**config.mk**
```make
export PLATFORM = sky130hd
export DESIGN_NAME = emd_datapath
export DESIGN_NICKNAME = d
export VERILOG_FILES = /design/src/hw/emd_pkg.sv /design/src/hw/emd_subtractor.sv /design/src/hw/emd_datapath.sv
export VERILOG_INCLUDE_DIRS = /design/src /design/src/hw
export SDC_FILE = /design/constraint.sdc
export NUM_CORES = 1
export LEC_CHECK = 0
export ABC_AREA = 1
export BUFFER_PORTS_ARGS = -buffer_cell sky130_fd_sc_hd__buf_2
export CORE_MARGIN = 4
export CORE_UTILIZATION = 45
export DETAILED_ROUTE_END_ITERATION = 8
export PLACE_DENSITY_LB_ADDON = 0.3
export SLEW_MARGIN = 20
export SYNTH_ARGS = -nofsm -noshare
export SYNTH_HDL_FRONTEND = slang
export SYNTH_SLANG_ARGS = --single-unit
```
**constraint.sdc**
```tcl
create_clock -name sys_clk -period 3.3 [get_ports sys_clk]
set_clock_uncertainty 0.1 [all_clocks]
set_input_delay 0.495 -clock sys_clk [delete_from_list [all_inputs] [get_ports sys_clk]]
set_output_delay 0.495 -clock sys_clk [all_outputs]
set_load 0.03 [all_outputs]
```
**src/hw/emd_regs.svh**
```systemverilog
// constants of the extended memory operation datapath
`ifndef EMD_REGS_SVH
`define EMD_REGS_SVH
`define EMD_DATA_W 8
`define EMD_ADDR_W 12
`define EMD_BIT_W 3
`define EMD_REG_ADDR_W 2
`define EMD_REG_ACCUM 2'h0
`define EMD_REG_STATUS 2'h1
`define EMD_STATUS_W 6
`define EMD_ACCUM_RESET 8'h00
`define EMD_STATUS_RESET 6'h00
`define EMD_BYTE_ZERO 8'h00
`define EMD_BYTE_ONE 8'h01
`define EMD_BYTE_ONES 8'hff
`define EMD_MSB 7
`define EMD_LSB 0
`define EMD_NIB_HI_TOP 7
`define EMD_NIB_HI_BOT 4
`define EMD_NIB_LO_TOP 3
`define EMD_NIB_LO_BOT 0
`endif

```
**src/hw/emd_pkg.sv**
```systemverilog
// types shared by the extended memory operation datapath
`include "emd_regs.svh"
package emd_pkg;
    typedef enum logic [4:0] {
        EMD_NO_OP = 5'h00,
        EMD_OR_TO_MEMORY_OP = 5'h01,
        EMD_ROTATE_LEFT_MEM_OP = 5'h02,
        EMD_ROTATE_LEFT_TO_ACCUM_OP = 5'h03,
        EMD_ROTATE_LEFT_CARRY_MEM_OP = 5'h04,
        EMD_ROTATE_LEFT_CARRY_ACCUM_OP = 5'h05,
        EMD_ROTATE_RIGHT_MEM_OP = 5'h06,
        EMD_ROTATE_RIGHT_TO_ACCUM_OP = 5'h07,
        EMD_ROTATE_RIGHT_CARRY_MEM_OP = 5'h08,
        EMD_ROTATE_RIGHT_CARRY_ACCUM_OP = 5'h09,
        EMD_SUBTRACT_BORROW_OP = 5'h0a,
        EMD_SUBTRACT_BORROW_TO_MEM_OP = 5'h0b,
        EMD_SUBTRACT_OP = 5'h0c,
        EMD_SUBTRACT_TO_MEM_OP = 5'h0d,
        EMD_DECREMENT_SKIP_ZERO_OP = 5'h0e,
        EMD_DECREMENT_SKIP_ZERO_ACCUM_OP = 5'h0f,
        EMD_INCREMENT_SKIP_ZERO_OP = 5'h10,
        EMD_INCREMENT_SKIP_ZERO_ACCUM_OP = 5'h11,
        EMD_SET_ALL_ONES_OP = 5'h12,
        EMD_SET_BIT_OP = 5'h13,
        EMD_SKIP_NONZERO_OP = 5'h14,
        EMD_SKIP_NONZERO_BIT_OP = 5'h15,
        EMD_NIBBLE_EXCHANGE_OP = 5'h16,
        EMD_NIBBLE_EXCHANGE_ACCUM_OP = 5'h17
    } emd_op_t;

    typedef enum logic [1:0] {
        EMD_ST_IDLE = 2'b00,
        EMD_ST_FETCH = 2'b01,
        EMD_ST_EXEC = 2'b10,
        EMD_ST_DUMMY = 2'b11
    } emd_state_t;

    typedef struct packed {
        logic chainedZero;
        logic specialZero;
        logic overflow;
        logic zero;
        logic auxCarry;
        logic carry;
    } emd_flags_t;

    typedef struct packed {
        emd_op_t op;
        logic [`EMD_ADDR_W-1:0] addr;
        logic [`EMD_BIT_W-1:0] bitSel;
    } emd_req_t;
endpackage

```
**src/hw/emd_subtractor.sv**
```systemverilog
// eight bit subtractor with borrow, carry, nibble carry and overflow
`timescale 1ns/100ps
`include "emd_regs.svh"
module emd_subtractor import emd_pkg::*; (
    input wire logic [`EMD_DATA_W-1:0] minuend,
    input wire logic [`EMD_DATA_W-1:0] subtrahend,
    input wire logic borrowIn,
    output logic [`EMD_DATA_W-1:0] difference,
    output logic carryOut,
    output logic auxCarryOut,
    output logic overflowOut
);
    logic [`EMD_DATA_W:0] wide;
    logic [`EMD_NIB_HI_BOT:0] low;

    always_comb begin
        wide = {1'b0, minuend} - {1'b0, subtrahend} - {{`EMD_DATA_W{1'b0}}, borrowIn};
        low = {1'b0, minuend[`EMD_NIB_LO_TOP:`EMD_NIB_LO_BOT]}
            - {1'b0, subtrahend[`EMD_NIB_LO_TOP:`EMD_NIB_LO_BOT]}
            - {{`EMD_NIB_HI_BOT{1'b0}}, borrowIn};
        difference = wide[`EMD_DATA_W-1:0];
        // carry set when no borrow, cleared on negative result
        carryOut = ~wide[`EMD_DATA_W];
        auxCarryOut = ~low[`EMD_NIB_HI_BOT];
        overflowOut = (minuend[`EMD_MSB] ^ subtrahend[`EMD_MSB]) & (minuend[`EMD_MSB] ^ wide[`EMD_MSB]);
    end
endmodule // emd_subtractor

```
**src/hw/emd_datapath.sv**
```systemverilog
// execution datapath of the extended data memory instructions
//
// Behaviour
// - full memory address, no bank selection
// - or to memory, zero flag only
// - rotate left memory, bit 7 to 0
// - rotate left to accumulator, memory kept
// - rotate left through carry, carry only
// - rotate right, bit 0 to 7
// - rotate right through carry, carry only
// - subtract with borrow into accumulator, six flags
// - subtract with borrow into memory byte
// - carry clear on negative difference
// - plain subtract, accumulator or memory, six flags
// - decrement memory, skip on zero
// - decrement into accumulator, skip on zero
// - increment memory, skip on zero
// - increment into accumulator, skip on zero
// - skip instructions take an extra cycle
// - set byte to ones or one bit
// - skip when byte nonzero
// - skip when selected bit nonzero
// - swap nibbles of memory byte
// - swap nibbles into accumulator
`timescale 1ns/100ps
`include "emd_regs.svh"
module emd_datapath import emd_pkg::*; (
    input wire logic sys_clk,
    input wire logic nrst,
    input wire logic opStart,
    input wire emd_req_t opReq,
    output logic opBusy,
    output logic opDone,
    output logic skipNext,
    output logic [`EMD_ADDR_W-1:0] memAddr,
    output logic memRd,
    input wire logic [`EMD_DATA_W-1:0] memRdData,
    output logic memWr,
    output logic [`EMD_DATA_W-1:0] memWrData,
    input wire logic [`EMD_REG_ADDR_W-1:0] regAddr,
    input wire logic [`EMD_DATA_W-1:0] regWrData,
    input wire logic regWr,
    input wire logic regRd,
    output logic [`EMD_DATA_W-1:0] regRdData,
    output logic [`EMD_DATA_W-1:0] accumulator,
    output emd_flags_t flags
);

    ////////////////////////////////////////////////////////////////////////////////
    // helpers

    function automatic logic isSkipOp(input emd_op_t op);
        unique case (op)
            EMD_DECREMENT_SKIP_ZERO_OP, EMD_DECREMENT_SKIP_ZERO_ACCUM_OP,
            EMD_INCREMENT_SKIP_ZERO_OP, EMD_INCREMENT_SKIP_ZERO_ACCUM_OP,
            EMD_SKIP_NONZERO_OP, EMD_SKIP_NONZERO_BIT_OP: isSkipOp = 1'b1;
            default: isSkipOp = 1'b0;
        endcase
    endfunction

    function automatic logic [`EMD_DATA_W-1:0] bitMask(input logic [`EMD_BIT_W-1:0] sel);
        bitMask = `EMD_BYTE_ONE << sel;
    endfunction

    function automatic logic isSubOp(input emd_op_t op);
        isSubOp = (op == EMD_SUBTRACT_BORROW_OP) || (op == EMD_SUBTRACT_BORROW_TO_MEM_OP)
            || (op == EMD_SUBTRACT_OP) || (op == EMD_SUBTRACT_TO_MEM_OP);
    endfunction

    ////////////////////////////////////////////////////////////////////////////////
    // declarations

    emd_state_t state;
    emd_state_t next_state;
    emd_req_t cur;
    logic skipPending;
    logic [`EMD_DATA_W-1:0] subDiff;
    logic subCarry;
    logic subAux;
    logic subOverflow;
    logic subBorrow;
    logic [`EMD_DATA_W-1:0] next_result;
    logic next_toMem;
    logic next_toAccum;
    logic next_skip;
    emd_flags_t next_flags;
    logic opTaken;
    logic memWrGo;
    logic accumRegWr;
    logic statusRegWr;

    ////////////////////////////////////////////////////////////////////////////////
    // strobes decoded once

    assign opTaken = (state == EMD_ST_IDLE) && opStart;
    assign memWrGo = (state == EMD_ST_EXEC) && next_toMem;
    assign accumRegWr = regWr && (regAddr == `EMD_REG_ACCUM);
    assign statusRegWr = regWr && (regAddr == `EMD_REG_STATUS);

    ////////////////////////////////////////////////////////////////////////////////
    // subtractor

    // borrow is the inverted carry only for the borrow forms
    assign subBorrow = ((cur.op == EMD_SUBTRACT_BORROW_OP) || (cur.op == EMD_SUBTRACT_BORROW_TO_MEM_OP))
        & ~flags.carry;

    emd_subtractor subUnit (
        .minuend(accumulator),
        .subtrahend(memRdData),
        .borrowIn(subBorrow),
        .difference(subDiff),
        .carryOut(subCarry),
        .auxCarryOut(subAux),
        .overflowOut(subOverflow)
    );

    ////////////////////////////////////////////////////////////////////////////////
    // operation decode, valid while the byte is on memRdData

    always_comb begin
        next_result = memRdData;
        next_toMem = 1'b0;
        next_toAccum = 1'b0;
        next_skip = 1'b0;
        next_flags = flags;
        unique case (cur.op)
            EMD_OR_TO_MEMORY_OP: begin
                next_result = accumulator | memRdData;
                next_toMem = 1'b1;
                next_flags.zero = (next_result == `EMD_BYTE_ZERO);
            end
            EMD_ROTATE_LEFT_MEM_OP, EMD_ROTATE_LEFT_TO_ACCUM_OP: begin
                next_result = {memRdData[`EMD_MSB-1:`EMD_LSB], memRdData[`EMD_MSB]};
                next_toMem = (cur.op == EMD_ROTATE_LEFT_MEM_OP);
                next_toAccum = (cur.op == EMD_ROTATE_LEFT_TO_ACCUM_OP);
            end
            EMD_ROTATE_LEFT_CARRY_MEM_OP, EMD_ROTATE_LEFT_CARRY_ACCUM_OP: begin
                next_result = {memRdData[`EMD_MSB-1:`EMD_LSB], flags.carry};
                next_flags.carry = memRdData[`EMD_MSB];
                next_toMem = (cur.op == EMD_ROTATE_LEFT_CARRY_MEM_OP);
                next_toAccum = (cur.op == EMD_ROTATE_LEFT_CARRY_ACCUM_OP);
            end
            EMD_ROTATE_RIGHT_MEM_OP, EMD_ROTATE_RIGHT_TO_ACCUM_OP: begin
                next_result = {memRdData[`EMD_LSB], memRdData[`EMD_MSB:`EMD_LSB+1]};
                next_toMem = (cur.op == EMD_ROTATE_RIGHT_MEM_OP);
                next_toAccum = (cur.op == EMD_ROTATE_RIGHT_TO_ACCUM_OP);
            end
            EMD_ROTATE_RIGHT_CARRY_MEM_OP, EMD_ROTATE_RIGHT_CARRY_ACCUM_OP: begin
                next_result = {flags.carry, memRdData[`EMD_MSB:`EMD_LSB+1]};
                next_flags.carry = memRdData[`EMD_LSB];
                next_toMem = (cur.op == EMD_ROTATE_RIGHT_CARRY_MEM_OP);
                next_toAccum = (cur.op == EMD_ROTATE_RIGHT_CARRY_ACCUM_OP);
            end
            EMD_SUBTRACT_BORROW_OP, EMD_SUBTRACT_BORROW_TO_MEM_OP,
            EMD_SUBTRACT_OP, EMD_SUBTRACT_TO_MEM_OP: begin
                next_result = subDiff;
                next_toMem = (cur.op == EMD_SUBTRACT_BORROW_TO_MEM_OP) || (cur.op == EMD_SUBTRACT_TO_MEM_OP);
                next_toAccum = ~next_toMem;
                next_flags.carry = subCarry;
                next_flags.auxCarry = subAux;
                next_flags.overflow = subOverflow;
                next_flags.zero = (subDiff == `EMD_BYTE_ZERO);
                next_flags.specialZero = subOverflow ^ subDiff[`EMD_MSB];
                // chained zero keeps the previous zero history only for the borrow forms
                next_flags.chainedZero = (subDiff == `EMD_BYTE_ZERO)
                    & (((cur.op == EMD_SUBTRACT_OP) || (cur.op == EMD_SUBTRACT_TO_MEM_OP)) | flags.chainedZero);
            end
            EMD_DECREMENT_SKIP_ZERO_OP, EMD_DECREMENT_SKIP_ZERO_ACCUM_OP: begin
                next_result = memRdData - `EMD_BYTE_ONE;
                next_toMem = (cur.op == EMD_DECREMENT_SKIP_ZERO_OP);
                next_toAccum = (cur.op == EMD_DECREMENT_SKIP_ZERO_ACCUM_OP);
                next_skip = (next_result == `EMD_BYTE_ZERO);
            end
            EMD_INCREMENT_SKIP_ZERO_OP, EMD_INCREMENT_SKIP_ZERO_ACCUM_OP: begin
                next_result = memRdData + `EMD_BYTE_ONE;
                next_toMem = (cur.op == EMD_INCREMENT_SKIP_ZERO_OP);
                next_toAccum = (cur.op == EMD_INCREMENT_SKIP_ZERO_ACCUM_OP);
                next_skip = (next_result == `EMD_BYTE_ZERO);
            end
            EMD_SET_ALL_ONES_OP: begin
                next_result = `EMD_BYTE_ONES;
                next_toMem = 1'b1;
            end
            EMD_SET_BIT_OP: begin
                next_result = memRdData | bitMask(cur.bitSel);
                next_toMem = 1'b1;
            end
            EMD_SKIP_NONZERO_OP: begin
                next_skip = (memRdData != `EMD_BYTE_ZERO);
            end
            EMD_SKIP_NONZERO_BIT_OP: begin
                next_skip = ((memRdData & bitMask(cur.bitSel)) != `EMD_BYTE_ZERO);
            end
            EMD_NIBBLE_EXCHANGE_OP, EMD_NIBBLE_EXCHANGE_ACCUM_OP: begin
                next_result = {memRdData[`EMD_NIB_LO_TOP:`EMD_NIB_LO_BOT],
                    memRdData[`EMD_NIB_HI_TOP:`EMD_NIB_HI_BOT]};
                next_toMem = (cur.op == EMD_NIBBLE_EXCHANGE_OP);
                next_toAccum = (cur.op == EMD_NIBBLE_EXCHANGE_ACCUM_OP);
            end
            default: begin
                next_result = memRdData;
            end
        endcase
    end

    ////////////////////////////////////////////////////////////////////////////////
    // sequencing

    always_comb begin
        next_state = state;
        unique case (state)
            EMD_ST_IDLE: begin
                if (opStart) begin
                    next_state = EMD_ST_FETCH;
                end
            end
            EMD_ST_FETCH: next_state = EMD_ST_EXEC;
            EMD_ST_EXEC: next_state = isSkipOp(cur.op) ? EMD_ST_DUMMY : EMD_ST_IDLE;
            EMD_ST_DUMMY: next_state = EMD_ST_IDLE;
        endcase
    end

    always_ff @(posedge sys_clk or negedge nrst) begin
        if (!nrst) begin
            state <= EMD_ST_IDLE;
        end else begin
            state <= next_state;
        end
    end

    // request held for the whole op
    always_ff @(posedge sys_clk or negedge nrst) begin
        if (!nrst) begin
            cur <= '0;
        end else if (opTaken) begin
            cur <= opReq;
        end
    end

    // busy from the accepting edge to the last edge of the op
    always_ff @(posedge sys_clk or negedge nrst) begin
        if (!nrst) begin
            opBusy <= 1'b0;
        end else begin
            opBusy <= (next_state != EMD_ST_IDLE);
        end
    end

    ////////////////////////////////////////////////////////////////////////////////
    // memory port

    // read side: full address straight from the request, no bank
    always_ff @(posedge sys_clk or negedge nrst) begin
        if (!nrst) begin
            memAddr <= '0;
            memRd <= 1'b0;
        end else begin
            memRd <= opTaken;
            if (opTaken) begin
                memAddr <= opReq.addr;
            end
        end
    end

    // write side: one strobe after the execute cycle of a memory destination op
    always_ff @(posedge sys_clk or negedge nrst) begin
        if (!nrst) begin
            memWr <= 1'b0;
            memWrData <= `EMD_BYTE_ZERO;
        end else begin
            memWr <= memWrGo;
            if (memWrGo) begin
                memWrData <= next_result;
            end
        end
    end

    ////////////////////////////////////////////////////////////////////////////////
    // completion and skip

    // skip condition held over the dummy cycle
    always_ff @(posedge sys_clk or negedge nrst) begin
        if (!nrst) begin
            skipPending <= 1'b0;
        end else if (state == EMD_ST_EXEC) begin
            skipPending <= next_skip;
        end
    end

    // skip ops end after the dummy cycle
    always_ff @(posedge sys_clk or negedge nrst) begin
        if (!nrst) begin
            opDone <= 1'b0;
        end else begin
            opDone <= (state == EMD_ST_EXEC && !isSkipOp(cur.op)) || (state == EMD_ST_DUMMY);
        end
    end

    // skip request rides on the done pulse of a skip op
    always_ff @(posedge sys_clk or negedge nrst) begin
        if (!nrst) begin
            skipNext <= 1'b0;
        end else begin
            skipNext <= (state == EMD_ST_DUMMY) && skipPending;
        end
    end

    ////////////////////////////////////////////////////////////////////////////////
    // accumulator and flags, datapath wins over a register write

    always_ff @(posedge sys_clk or negedge nrst) begin
        if (!nrst) begin
            accumulator <= `EMD_ACCUM_RESET;
        end else if (state == EMD_ST_EXEC && next_toAccum) begin
            accumulator <= next_result;
        end else if (accumRegWr) begin
            accumulator <= regWrData;
        end
    end

    always_ff @(posedge sys_clk or negedge nrst) begin
        if (!nrst) begin
            flags <= `EMD_STATUS_RESET;
        end else if (state == EMD_ST_EXEC) begin
            flags <= next_flags;
        end else if (statusRegWr) begin
            flags <= regWrData[`EMD_STATUS_W-1:0];
        end
    end

    ////////////////////////////////////////////////////////////////////////////////
    // register read port

    always_ff @(posedge sys_clk or negedge nrst) begin
        if (!nrst) begin
            regRdData <= `EMD_BYTE_ZERO;
        end else if (regRd) begin
            unique case (regAddr)
                `EMD_REG_ACCUM: regRdData <= accumulator;
                `EMD_REG_STATUS: regRdData <= {{(`EMD_DATA_W-`EMD_STATUS_W){1'b0}}, flags};
                default: regRdData <= `EMD_BYTE_ZERO;
            endcase
        end else begin
            regRdData <= `EMD_BYTE_ZERO;
        end
    end
endmodule // emd_datapath

```
# Yosys cells after proc, flatten, opt, wreduce, memory -nomap -nowiden
# Cells that the tools add are included.
word_totals:
  reg_bits: 58
  input_bits: 43
  elab_cells: 125
op_classes:
  add_sub_neg: 6
  n_eq_ne: 30
  shift: 1
  n_mux: 19
  bitwise: 14
  n_reduce_logical: 36
op_table:
  columns: ["op", "count"]
  rows:
  - ["$pmux W8 S11", 1]
  - ["$eq A5 B4 Y1 const B", 8]
  - ["$eq A5 B5 Y1 const B", 8]
  - ["$logic_not A8 Y1", 4]
  - ["$mux W8", 3]
  - ["$eq A5 B3 Y1 const B", 4]
  - ["$or A8 B8 Y8", 2]
  - ["$pmux W8 S2", 1]
  - ["$reduce_bool A8 Y1", 2]
  - ["$reduce_or A2 Y1", 7]
  - ["$mux W6", 2]
  - ["$eq A5 B2 Y1 const B", 2]
  - ["$pmux W1 S9", 1]
  - ["$sub A8 B8 Y9", 1]
  - ["$sub A9 B1 Y9", 1]
  - ["$add A8 B1 Y8 const B", 1]
  - ["$and A8 B8 Y8", 1]
  - ["$pmux W1 S8", 1]
  - ["$pmux W2 S4", 1]
  - ["$shl A1 B3 Y8 const A", 1]
  - ["$sub A8 B1 Y8 const B", 1]
  - ["$logic_and A1 B1 Y1", 7]
  - ["$reduce_and A2 Y1", 3]
  - ["$reduce_bool A2 Y1", 3]
  - ["24 further kinds", 40]

# Depth between registers and ports, before layout
# Gate-level depths: netlist of run 1.
logic_depth:
  word_depth: 9
  ltp_mapped: 21
  mapped_depth_nobuf: 20

# Cells and area by module
# A second synthesis of run 1 with hierarchy kept.
hier_totals:
  cells_unflattened: 687
  area_unflattened_um2: 4438.0
modules_own_cells:
  columns: ["mod", "instances", "cells_each", "area_each_um2"]
  rows:
  - ["emd_datapath", 1, 594, 3851.2]
  - ["emd_subtractor", 1, 93, 586.8]

# Least setup slack after synthesis of run 1
# OpenSTA, ideal clock, no wires.
synth_timing:
  kind: "register to register"
  start: "reg cur[19] in the netlist's numbering"
  end: "reg flags[0] in the netlist's numbering"
  arrival_ps: 2767
  setup_slack_ps: 316
  path_stages_with_launch: 20
  n_path_buf: 1
  cell_sequence: "dfrtp_1 buf_4 inv_2 nand2_4 inv_1 nand2_1 or2_2 fa_1 fa_1 inv_1 nand2_1 nand2_1 nand2_1 nand4_1 nand3_1 or2_2 nand3_1 nand2_1 nand2_1 nand2_1"
synth_between:
  elab_chain_len: 7
synth_rtl:
  columns: ["item", "line_no", "text"]
  rows:
  - ["start: declaration", "emd_datapath.sv:75", "emd_req_t cur;"]
  - ["start signal: assignment", "emd_datapath.sv:236", "cur <= opReq;"]
  - ["$eq A5 B4 Y1", "emd_datapath.sv:104, emd_datapath.sv:126", null]
  - ["$logic_or A1 B1 Y1", "emd_datapath.sv:104", "assign subBorrow = ((cur.op == EMD_SUBTRACT_BORROW_OP) || (cur.op == EMD_SUBTRACT_BORROW_TO_MEM_OP))"]
  - ["$and A1 B1 Y1", "emd_datapath.sv:105", "& ~flags.carry;"]
  - ["$sub A9 B1 Y9", "emd_subtractor.sv:17", "wide = {1'b0, minuend} - {1'b0, subtrahend} - {{`EMD_DATA_W{1'b0}}, borrowIn};"]
  - ["$not A1 Y1", "emd_subtractor.sv:23", "carryOut = ~wide[`EMD_DATA_W];"]
  - ["$pmux W1 S3", "emd_datapath.sv:126", "unique case (cur.op)"]
  - ["$mux W6", "emd_datapath.sv:324", "end else if (state == EMD_ST_EXEC) begin"]
  - ["end signal: assignment", "emd_datapath.sv:323", "flags <= `EMD_STATUS_RESET;"]
  - ["end signal: assignment", "emd_datapath.sv:325", "flags <= next_flags;"]
  - ["end signal: assignment", "emd_datapath.sv:327", "flags <= regWrData[`EMD_STATUS_W-1:0];"]
  - ["end: declaration", "emd_datapath.sv:46", "output emd_flags_t flags"]
# Several ways; a longest one is shown, not always the timed one.
# A chain may end at the register's enable or synchronous reset.

# Final worst setup path of run 1
layout_timing:
  start: "reg cur[19] in the netlist's numbering"
  end: "reg accumulator[6]"
layout_between:
  elab_chain_len: 6
layout_rtl:
  columns: ["item", "line_no", "text"]
  rows:
  - ["$eq A5 B4 Y1 (on tied branches)", "emd_datapath.sv:104, emd_datapath.sv:126, emd_datapath.sv:157", null]
  - ["$logic_or A1 B1 Y1 (on tied branches)", "emd_datapath.sv:104, emd_datapath.sv:157", null]
  - ["$and A1 B1 Y1 / $not A1 Y1 (equally long branches)", "emd_datapath.sv:105, emd_datapath.sv:158", null]
  - ["$sub A9 B1 Y9 / $pmux W1 S8 (equally long branches)", "emd_subtractor.sv:17, emd_datapath.sv:126", null]
  - ["$pmux W8 S11 / $logic_and A1 B1 Y1 (equally long branches)", "emd_datapath.sv:126, emd_datapath.sv:314", null]
  - ["$mux W8 / $reduce_bool A2 Y1 (equally long branches)", null, null]
  - ["end signal: assignment", "emd_datapath.sv:313", "accumulator <= `EMD_ACCUM_RESET;"]
  - ["end signal: assignment", "emd_datapath.sv:315", "accumulator <= next_result;"]
  - ["end signal: assignment", "emd_datapath.sv:317", "accumulator <= regWrData;"]
  - ["end: declaration", "emd_datapath.sv:45", "output logic [`EMD_DATA_W-1:0] accumulator,"]
# Several ways; a longest one is shown, not always the timed one.

==> results of run 1 <==
[state kept, by name, summed over array words and instances (netlist names)]
name / cells
memWr: 1
flags: 6
state: 2
skipPending: 1
memAddr: 12
memRd: 1
memWrData: 8
cur: 8
regRdData: 8
opDone: 1
opBusy: 1
accumulator: 8
skipNext: 1
[area by class of cell]
class                   count  area (um2)
fillers                   947        4130
multi-input cells         519        2610
flip-flops and latches     58        1450
repair buffers            103         551
inverters                  82         310
well taps                 129         161
clock buffers              10         138
clock inverters             6        66.3
[worst paths after layout]
kind	start	to	slack, ns	cells past startpoint
worst max register to register	cur[19]	accumulator[6]	0.25	19
max in group asynchronous	nrst	cur[18]	2.14	2
worst max-delay path	cur[19]	accumulator[6]	0.25	19
min in group sys_clk	opReq[14]	memAddr[11]	0.25	3
worst min-delay path	nrst	flags[5]	0.13	1
worst min register to register	memWrData[2]	memWrData[2]	0.38	2
[routing by layer]
metal,GRT usage,part of all wire,up-vias
met5,0,0,-
met4,0.0941,0.031,0
met3,0.0476,0.079,27
met2,0.409,0.46,211
met1,0.341,0.43,2155
li1,-,-,2349
[what timing repair did]
| item | CTS | global route |
|---|---|---|
| resized for setup | 0 | 6 |
| buffers inserted | 0 | 2 |
| endpoints found under the hold margin | 0 | 0 |
| endpoints found under the setup margin | 0 | 10 |
[power groups by stage]
stage | clock [W] | combinational [W] | sequential, W
after floorplan | 0 | 0.00194 | 0.00169
after global placement | 0 | 0.00329 | 0.00127
after detailed placement | 0 | 0.00332 | 0.00128
after CTS | 0.000679 | 0.00334 | 0.00127
after global routing | 0.000716 | 0.00381 | 0.00132
final | 0.000665 | 0.00342 | 0.00128
[worst max-delay path, stage by stage, from the launching register on]
cell	delay, ns
dfrtp_1	0.41
inv_4	0.11
nand2_4	0.07
inv_1	0.09
nand2_1	0.09
or2_2	0.30
fa_2	0.38
fa_1	0.41
inv_1	0.07
nand2_1	0.06
nand2_1	0.09
nand2_2	0.10
a21oi_2	0.16
nand2_1	0.06
nand2_1	0.08
nor2_1	0.04
nor2_1	0.16
nand3_1	0.09
nand2_1	0.06
nand2_1	0.04
[metrics by stage]
step,utilization,hold slack [ns]
floorplan,-,0.0994
global route,0.561,0.200
detailed placement,0.536,0.364
global placement,0.536,0.359
CTS,0.558,0.156
finish,0.561,0.131
[cell families (layout without fill, tap and decap cells)]
| kind of cell | Yosys count | count (layout) |
|---|---|---|
| AOI/OAI and AO/OA | 84 | 84 |
| DFF | 58 | 58 |
| adders and majority gates | 27 | 27 |
| buffers and inverters | 94 | 201 |
| xor gates and xnor gates | 11 | 11 |
| and+or+nand+nor | 397 | 397 |
[cell usage in the layout (no fill, tap or decap), drive strengths merged, types with 7 or more instances in the layout]
master / instances
buf: 103
xor2: 7
a21oi: 36
nand2: 241
clkinv: 8
dfrtp: 58
o21ai: 32
nand4: 12
inv: 76
ha: 25
clkbuf: 10
nand3: 53
nor2: 75
nor3: 9
==> flow_summary.json, run 1 <==
{
  "status": "completed",
  "dieArea_um2": 11500,
  "avgSynthCellArea_um2": 6.58,
  "syn-num-nets": 741,
  "drt-total-wl_um": 14200,
  "setup_viol": 0,
  "num_rows": 35,
  "synth_area_leaders": "dfrtp_1, nand2_1, ha_1",
  "hold_class": "input port to async pin",
  "synth_top_area_frac": 0.329,
  "finalHoldViolCount": 0,
  "dp_cells": 889,
  "fin_area_um2": 5290,
  "cts_inserted_buffers": 9,
  "diodes": 0,
  "postRouteAntennaNets": 0,
  "dpl.hpwl_um": 11200,
  "port_buffers": 89,
  "cts_tree": "built",
  "clock_latency_ns": 0.34,
  "die_w_um": 107,
  "drv_slew": 0,
  "clkTransAtPathRegs_ns": 0.08,
  "p_sw_w": 0.00294,
  "rsz0062_at_grt": "false",
  "tightest_slew_ns": 0.810,
  "power.density_nw_per_um2": 1010,
  "placedInstanceArea_um2": 5050,
  "ctsHoldBuffers": 0,
  "p_sw_frac": 0.548,
  "stdcell_count": 907,
  "setup_ws_ns": 0.246,
  "ys_seq_area_frac": 0.329,
  "route.detailed.drc": 0,
  "start_kind": "flop",
  "max_freq_mhz": 327,
  "leakage_nw": 2.87,
  "ios": 90,
  "maxCapViolations": 0,
  "synthMostInstantiatedCell": "nand2_1",
  "ys_ff_latch": 58,
  "grt_max_degree": 38,
  "synth.mux.area_fraction": 0,
  "fp.dieH_um": 107,
  "syn_inst": 671,
  "grt_antenna_before_repair": 0,
  "synth_simple_gate_area_frac": 0.378,
  "power.share.sequential": 0.238,
  "syn_area_um2": 4410,
  "grt_util_all_layers": 0.255,
  "required_ns": 3.44,
  "synth_compound_area_frac": 0.107,
  "start_util": 0.469,
  "p_int_w": 0.00242,
  "place.gp.congestion": 0.996,
  "synthAdderAreaFrac": 0.0799,
  "cts_buffer_depth": 2,
  "critPathMaxFanout": 7,
  "cts_sinks": 58,
  "wl_per_cell_um": 15.7,
  "yosys.area.top_type": "dfrtp_1",
  "p_comb_frac": 0.638,
  "arrival_ns": 3.19,
  "cts_max_level": 3,
  "async_reset_ff_frac": 1.00,
  "synthXorXnorAreaFrac": 0.0218,
  "grt_pass1_wl_um": 23000,
  "path_class": "flop to flop",
  "grt_pass1_vias": 4583,
  "synth_top_flop_cell": "dfrtp_1",
  "post-route-min-period_ns": 3.05,
  "synth_cell_type_count": 39,
  "ir_drop_uv": 517,
  "syn_to_final_growth_pct": 19.7,
  "fin_setup_tns_ns": 0,
  "synth_top_family_by_area": "simple AND/OR/NAND/NOR gates",
  "pre_cts_ws_ns": 0.0644,
  "p_total_w": 0.00536,
  "cts_root_buffer": "clkbuf_8",
  "ys_top_cells_by_count": "nand2_1, inv_1, nor2_1, dfrtp_1, nand3_1",
  "layout-drive-gt1-share": 0.188,
  "dr.pass1.iters": 5,
  "p_clk_frac": 0.124,
  "vias_per_cell": 5.23,
  "num_vias": 4742,
  "core_um2": 9420,
  "grt_overflow": 0,
  "drtIter0Drc": 399,
  "synth_edf_count": 0,
  "worst_slew_margin_rel": 0.460,
  "synth.yosys.warnings": 0,
  "final_nets": 843,
  "fin_crit_sh": 0.925,
  "crit_path_end_kind": "flop"
}
Power figures use the tool's default switching activity.
==> run 2, diff against run 1 <==
==> constraint.sdc (replaced) <==
create_clock -name sys_clk -period 3.3 [get_ports sys_clk]
set_clock_uncertainty 0.1 [all_clocks]
set_input_delay 0.33 -clock sys_clk [delete_from_list [all_inputs] [get_ports sys_clk]]
set_output_delay 0.33 -clock sys_clk [all_outputs]
set_load 0.1 [all_outputs]
==> flow_summary.json, run 2 (synthesized netlist as in run 1, its figures left out) <==
{
  "layout_commonest_cell": "nand2_1",
  "num_vias": 4798,
  "placedInstanceArea_um2": 5040,
  "fin_area_um2": 5330,
  "start_util": 0.469,
  "start_kind": "flop",
  "grt_pass1_wl_um": 22900,
  "tightest_slew_ns": 0.717,
  "top_usage_layer": "met2",
  "stdcell_count": 909,
  "dr.pass1.iters": 5,
  "dpl.hpwl_um": 10900,
  "finalHoldViolCount": 0,
  "utilization": 0.567,
  "wl_per_cell_um": 15.5,
  "fin_setup_tns_ns": 0,
  "worst_slew_margin_rel": 0.521,
  "fp.dieH_um": 107,
  "cts_root_buffer": "clkbuf_8",
  "cts_tree": "built",
  "cp_common_cell": "nand2_1",
  "status": "completed",
  "critPathMaxStageDelay_ns": 0.54,
  "largest_reg_flops": 12,
  "final_nets": 845,
  "grt_max_degree": 48,
  "setup_viol": 0,
  "num_rows": 35,
  "grt_use_met2": 0.397,
  "grt_util_all_layers": 0.252,
  "critPathMaxFanout": 4,
  "grt_pass1_vias": 4621,
  "cts_buffer_depth": 2,
  "drt-total-wl_um": 14100,
  "path_class": "flop to flop",
  "cts_inserted_buffers": 9,
  "rsz0062_at_grt": "false",
  "crit_path_end_kind": "flop",
  "fin_crit_sh": 0.928,
  "cts_sinks": 58,
  "postRouteAntennaNets": 0,
  "port_buffers": 89,
  "route.detailed.drc": 0,
  "drtIter0Drc": 296,
  "drv_slew": 0,
  "dp_cells": 888,
  "grtUsageMet3": 0.0572,
  "hold_class": "input port to flop",
  "vias_per_cell": 5.28,
  "ios": 90,
  "dieArea_um2": 11500,
  "syn_to_final_growth_pct": 20.8,
  "grt_overflow": 0,
  "mostFrequentLayoutCells": "nand2_1, buf_2, inv_1, nor2_1, dfrtp_1",
  "diodes": 0,
  "arrival_ns": 3.21,
  "cts_max_level": 3,
  "core_um2": 9420,
  "crit_chain": "inv_2, nand2_4, inv_1, nand2_1, or2_2, fa_2, ha_1, xnor2_1, nand2_1, nor2_1, nand2_1, nor2_1, and2_1, nand3b_1, a21oi_1",
  "grt_antenna_before_repair": 0,
  "met1_usage": 0.333,
  "max_freq_mhz": 326,
  "die_w_um": 107,
  "required_ns": 3.45,
  "clkTransAtPathRegs_ns": 0.07,
  "place.gp.congestion": 1.00,
  "post-route-min-period_ns": 3.06,
  "layout-drive-gt1-share": 0.185,
  "largest-register": "memAddr",
  "maxCapViolations": 0,
  "crit_path_top_delay_cell": "fa_2",
  "clock_latency_ns": 0.33
}
## run 2: cell count changes in the layout (fill, tap and decap cells not counted), sizes merged
cell	previous run	this run
buf	103	104
dlygate4sd3	0	1
clkbuf	10	12
bufinv	1	3
clkinv	8	7
clkinvlp	3	0
## run 2: repair_timing
action,CTS,global route
hold buffers,0,1
buffers inserted,0,4
endpoints found under the setup margin,0,8
hold endpoints to repair,0,46
resized for setup,0,4
## run 2: worst paths after layout
path	from	to	slack, ns	cells past startpoint
max	cur[19]	flags[5]	0.24	15
min reg2reg	memWrData[3]	memWrData[3]	0.37	2
min in group asynchronous	nrst	flags[2]	0.44	2
min	opReq[11]	memAddr[8]	0.09	3
max in group asynchronous	nrst	memWrData[3]	2.06	3
max reg2reg	cur[19]	flags[5]	0.24	15
## run 2: layout make-up
cell class                 count  area (um2)
clock buffer                  12         145
fill                         917        4080
sequential                    58        1450
clock inverter                 4        98.8
multi-input combinational    519        2600
timing repair buffer         105         571
inverter                      82         308
tap                          129         161
## run 2: per-stage QoR
| stage | hold WS (ns) | setup slack, ns |
|---|---|---|
| 4_1_cts | 0.0778 | 0.106 |
| 2_1_floorplan | -0.0656 | 0.197 |
| 3_3_place_gp | 0.356 | 0.209 |
| 3_5_place_dp | 0.362 | 0.128 |
| 6_report | 0.0926 | 0.237 |
| 5_1_grt | 0.0807 | 0.0308 |
## run 2: worst max-delay path: cells and delay by family (launching register included)
kind	cells	cell delay [ns]
AND/OR/NAND/NOR	9	1.11
XOR/XNOR	1	0.25
buffers and inverters	2	0.19
AO/OA/AOI/OAI	1	0.18
flip-flops	1	0.38
adder cells (fa/ha/maj)	2	0.77
## run 2: layer usage
| layer | share of wire | vias to the layer above |
|---|---|---|
| met5 | 0 | - |
| li1 | - | 2353 |
| met1 | 0.41 | 2158 |
| met3 | 0.092 | 38 |
| met2 | 0.45 | 249 |
| met4 | 0.046 | 0 |
Power of run 2 is left out: the tool's default activity adds up to more than one toggle a clock period on the data nets, which glitch-free logic cannot reach.
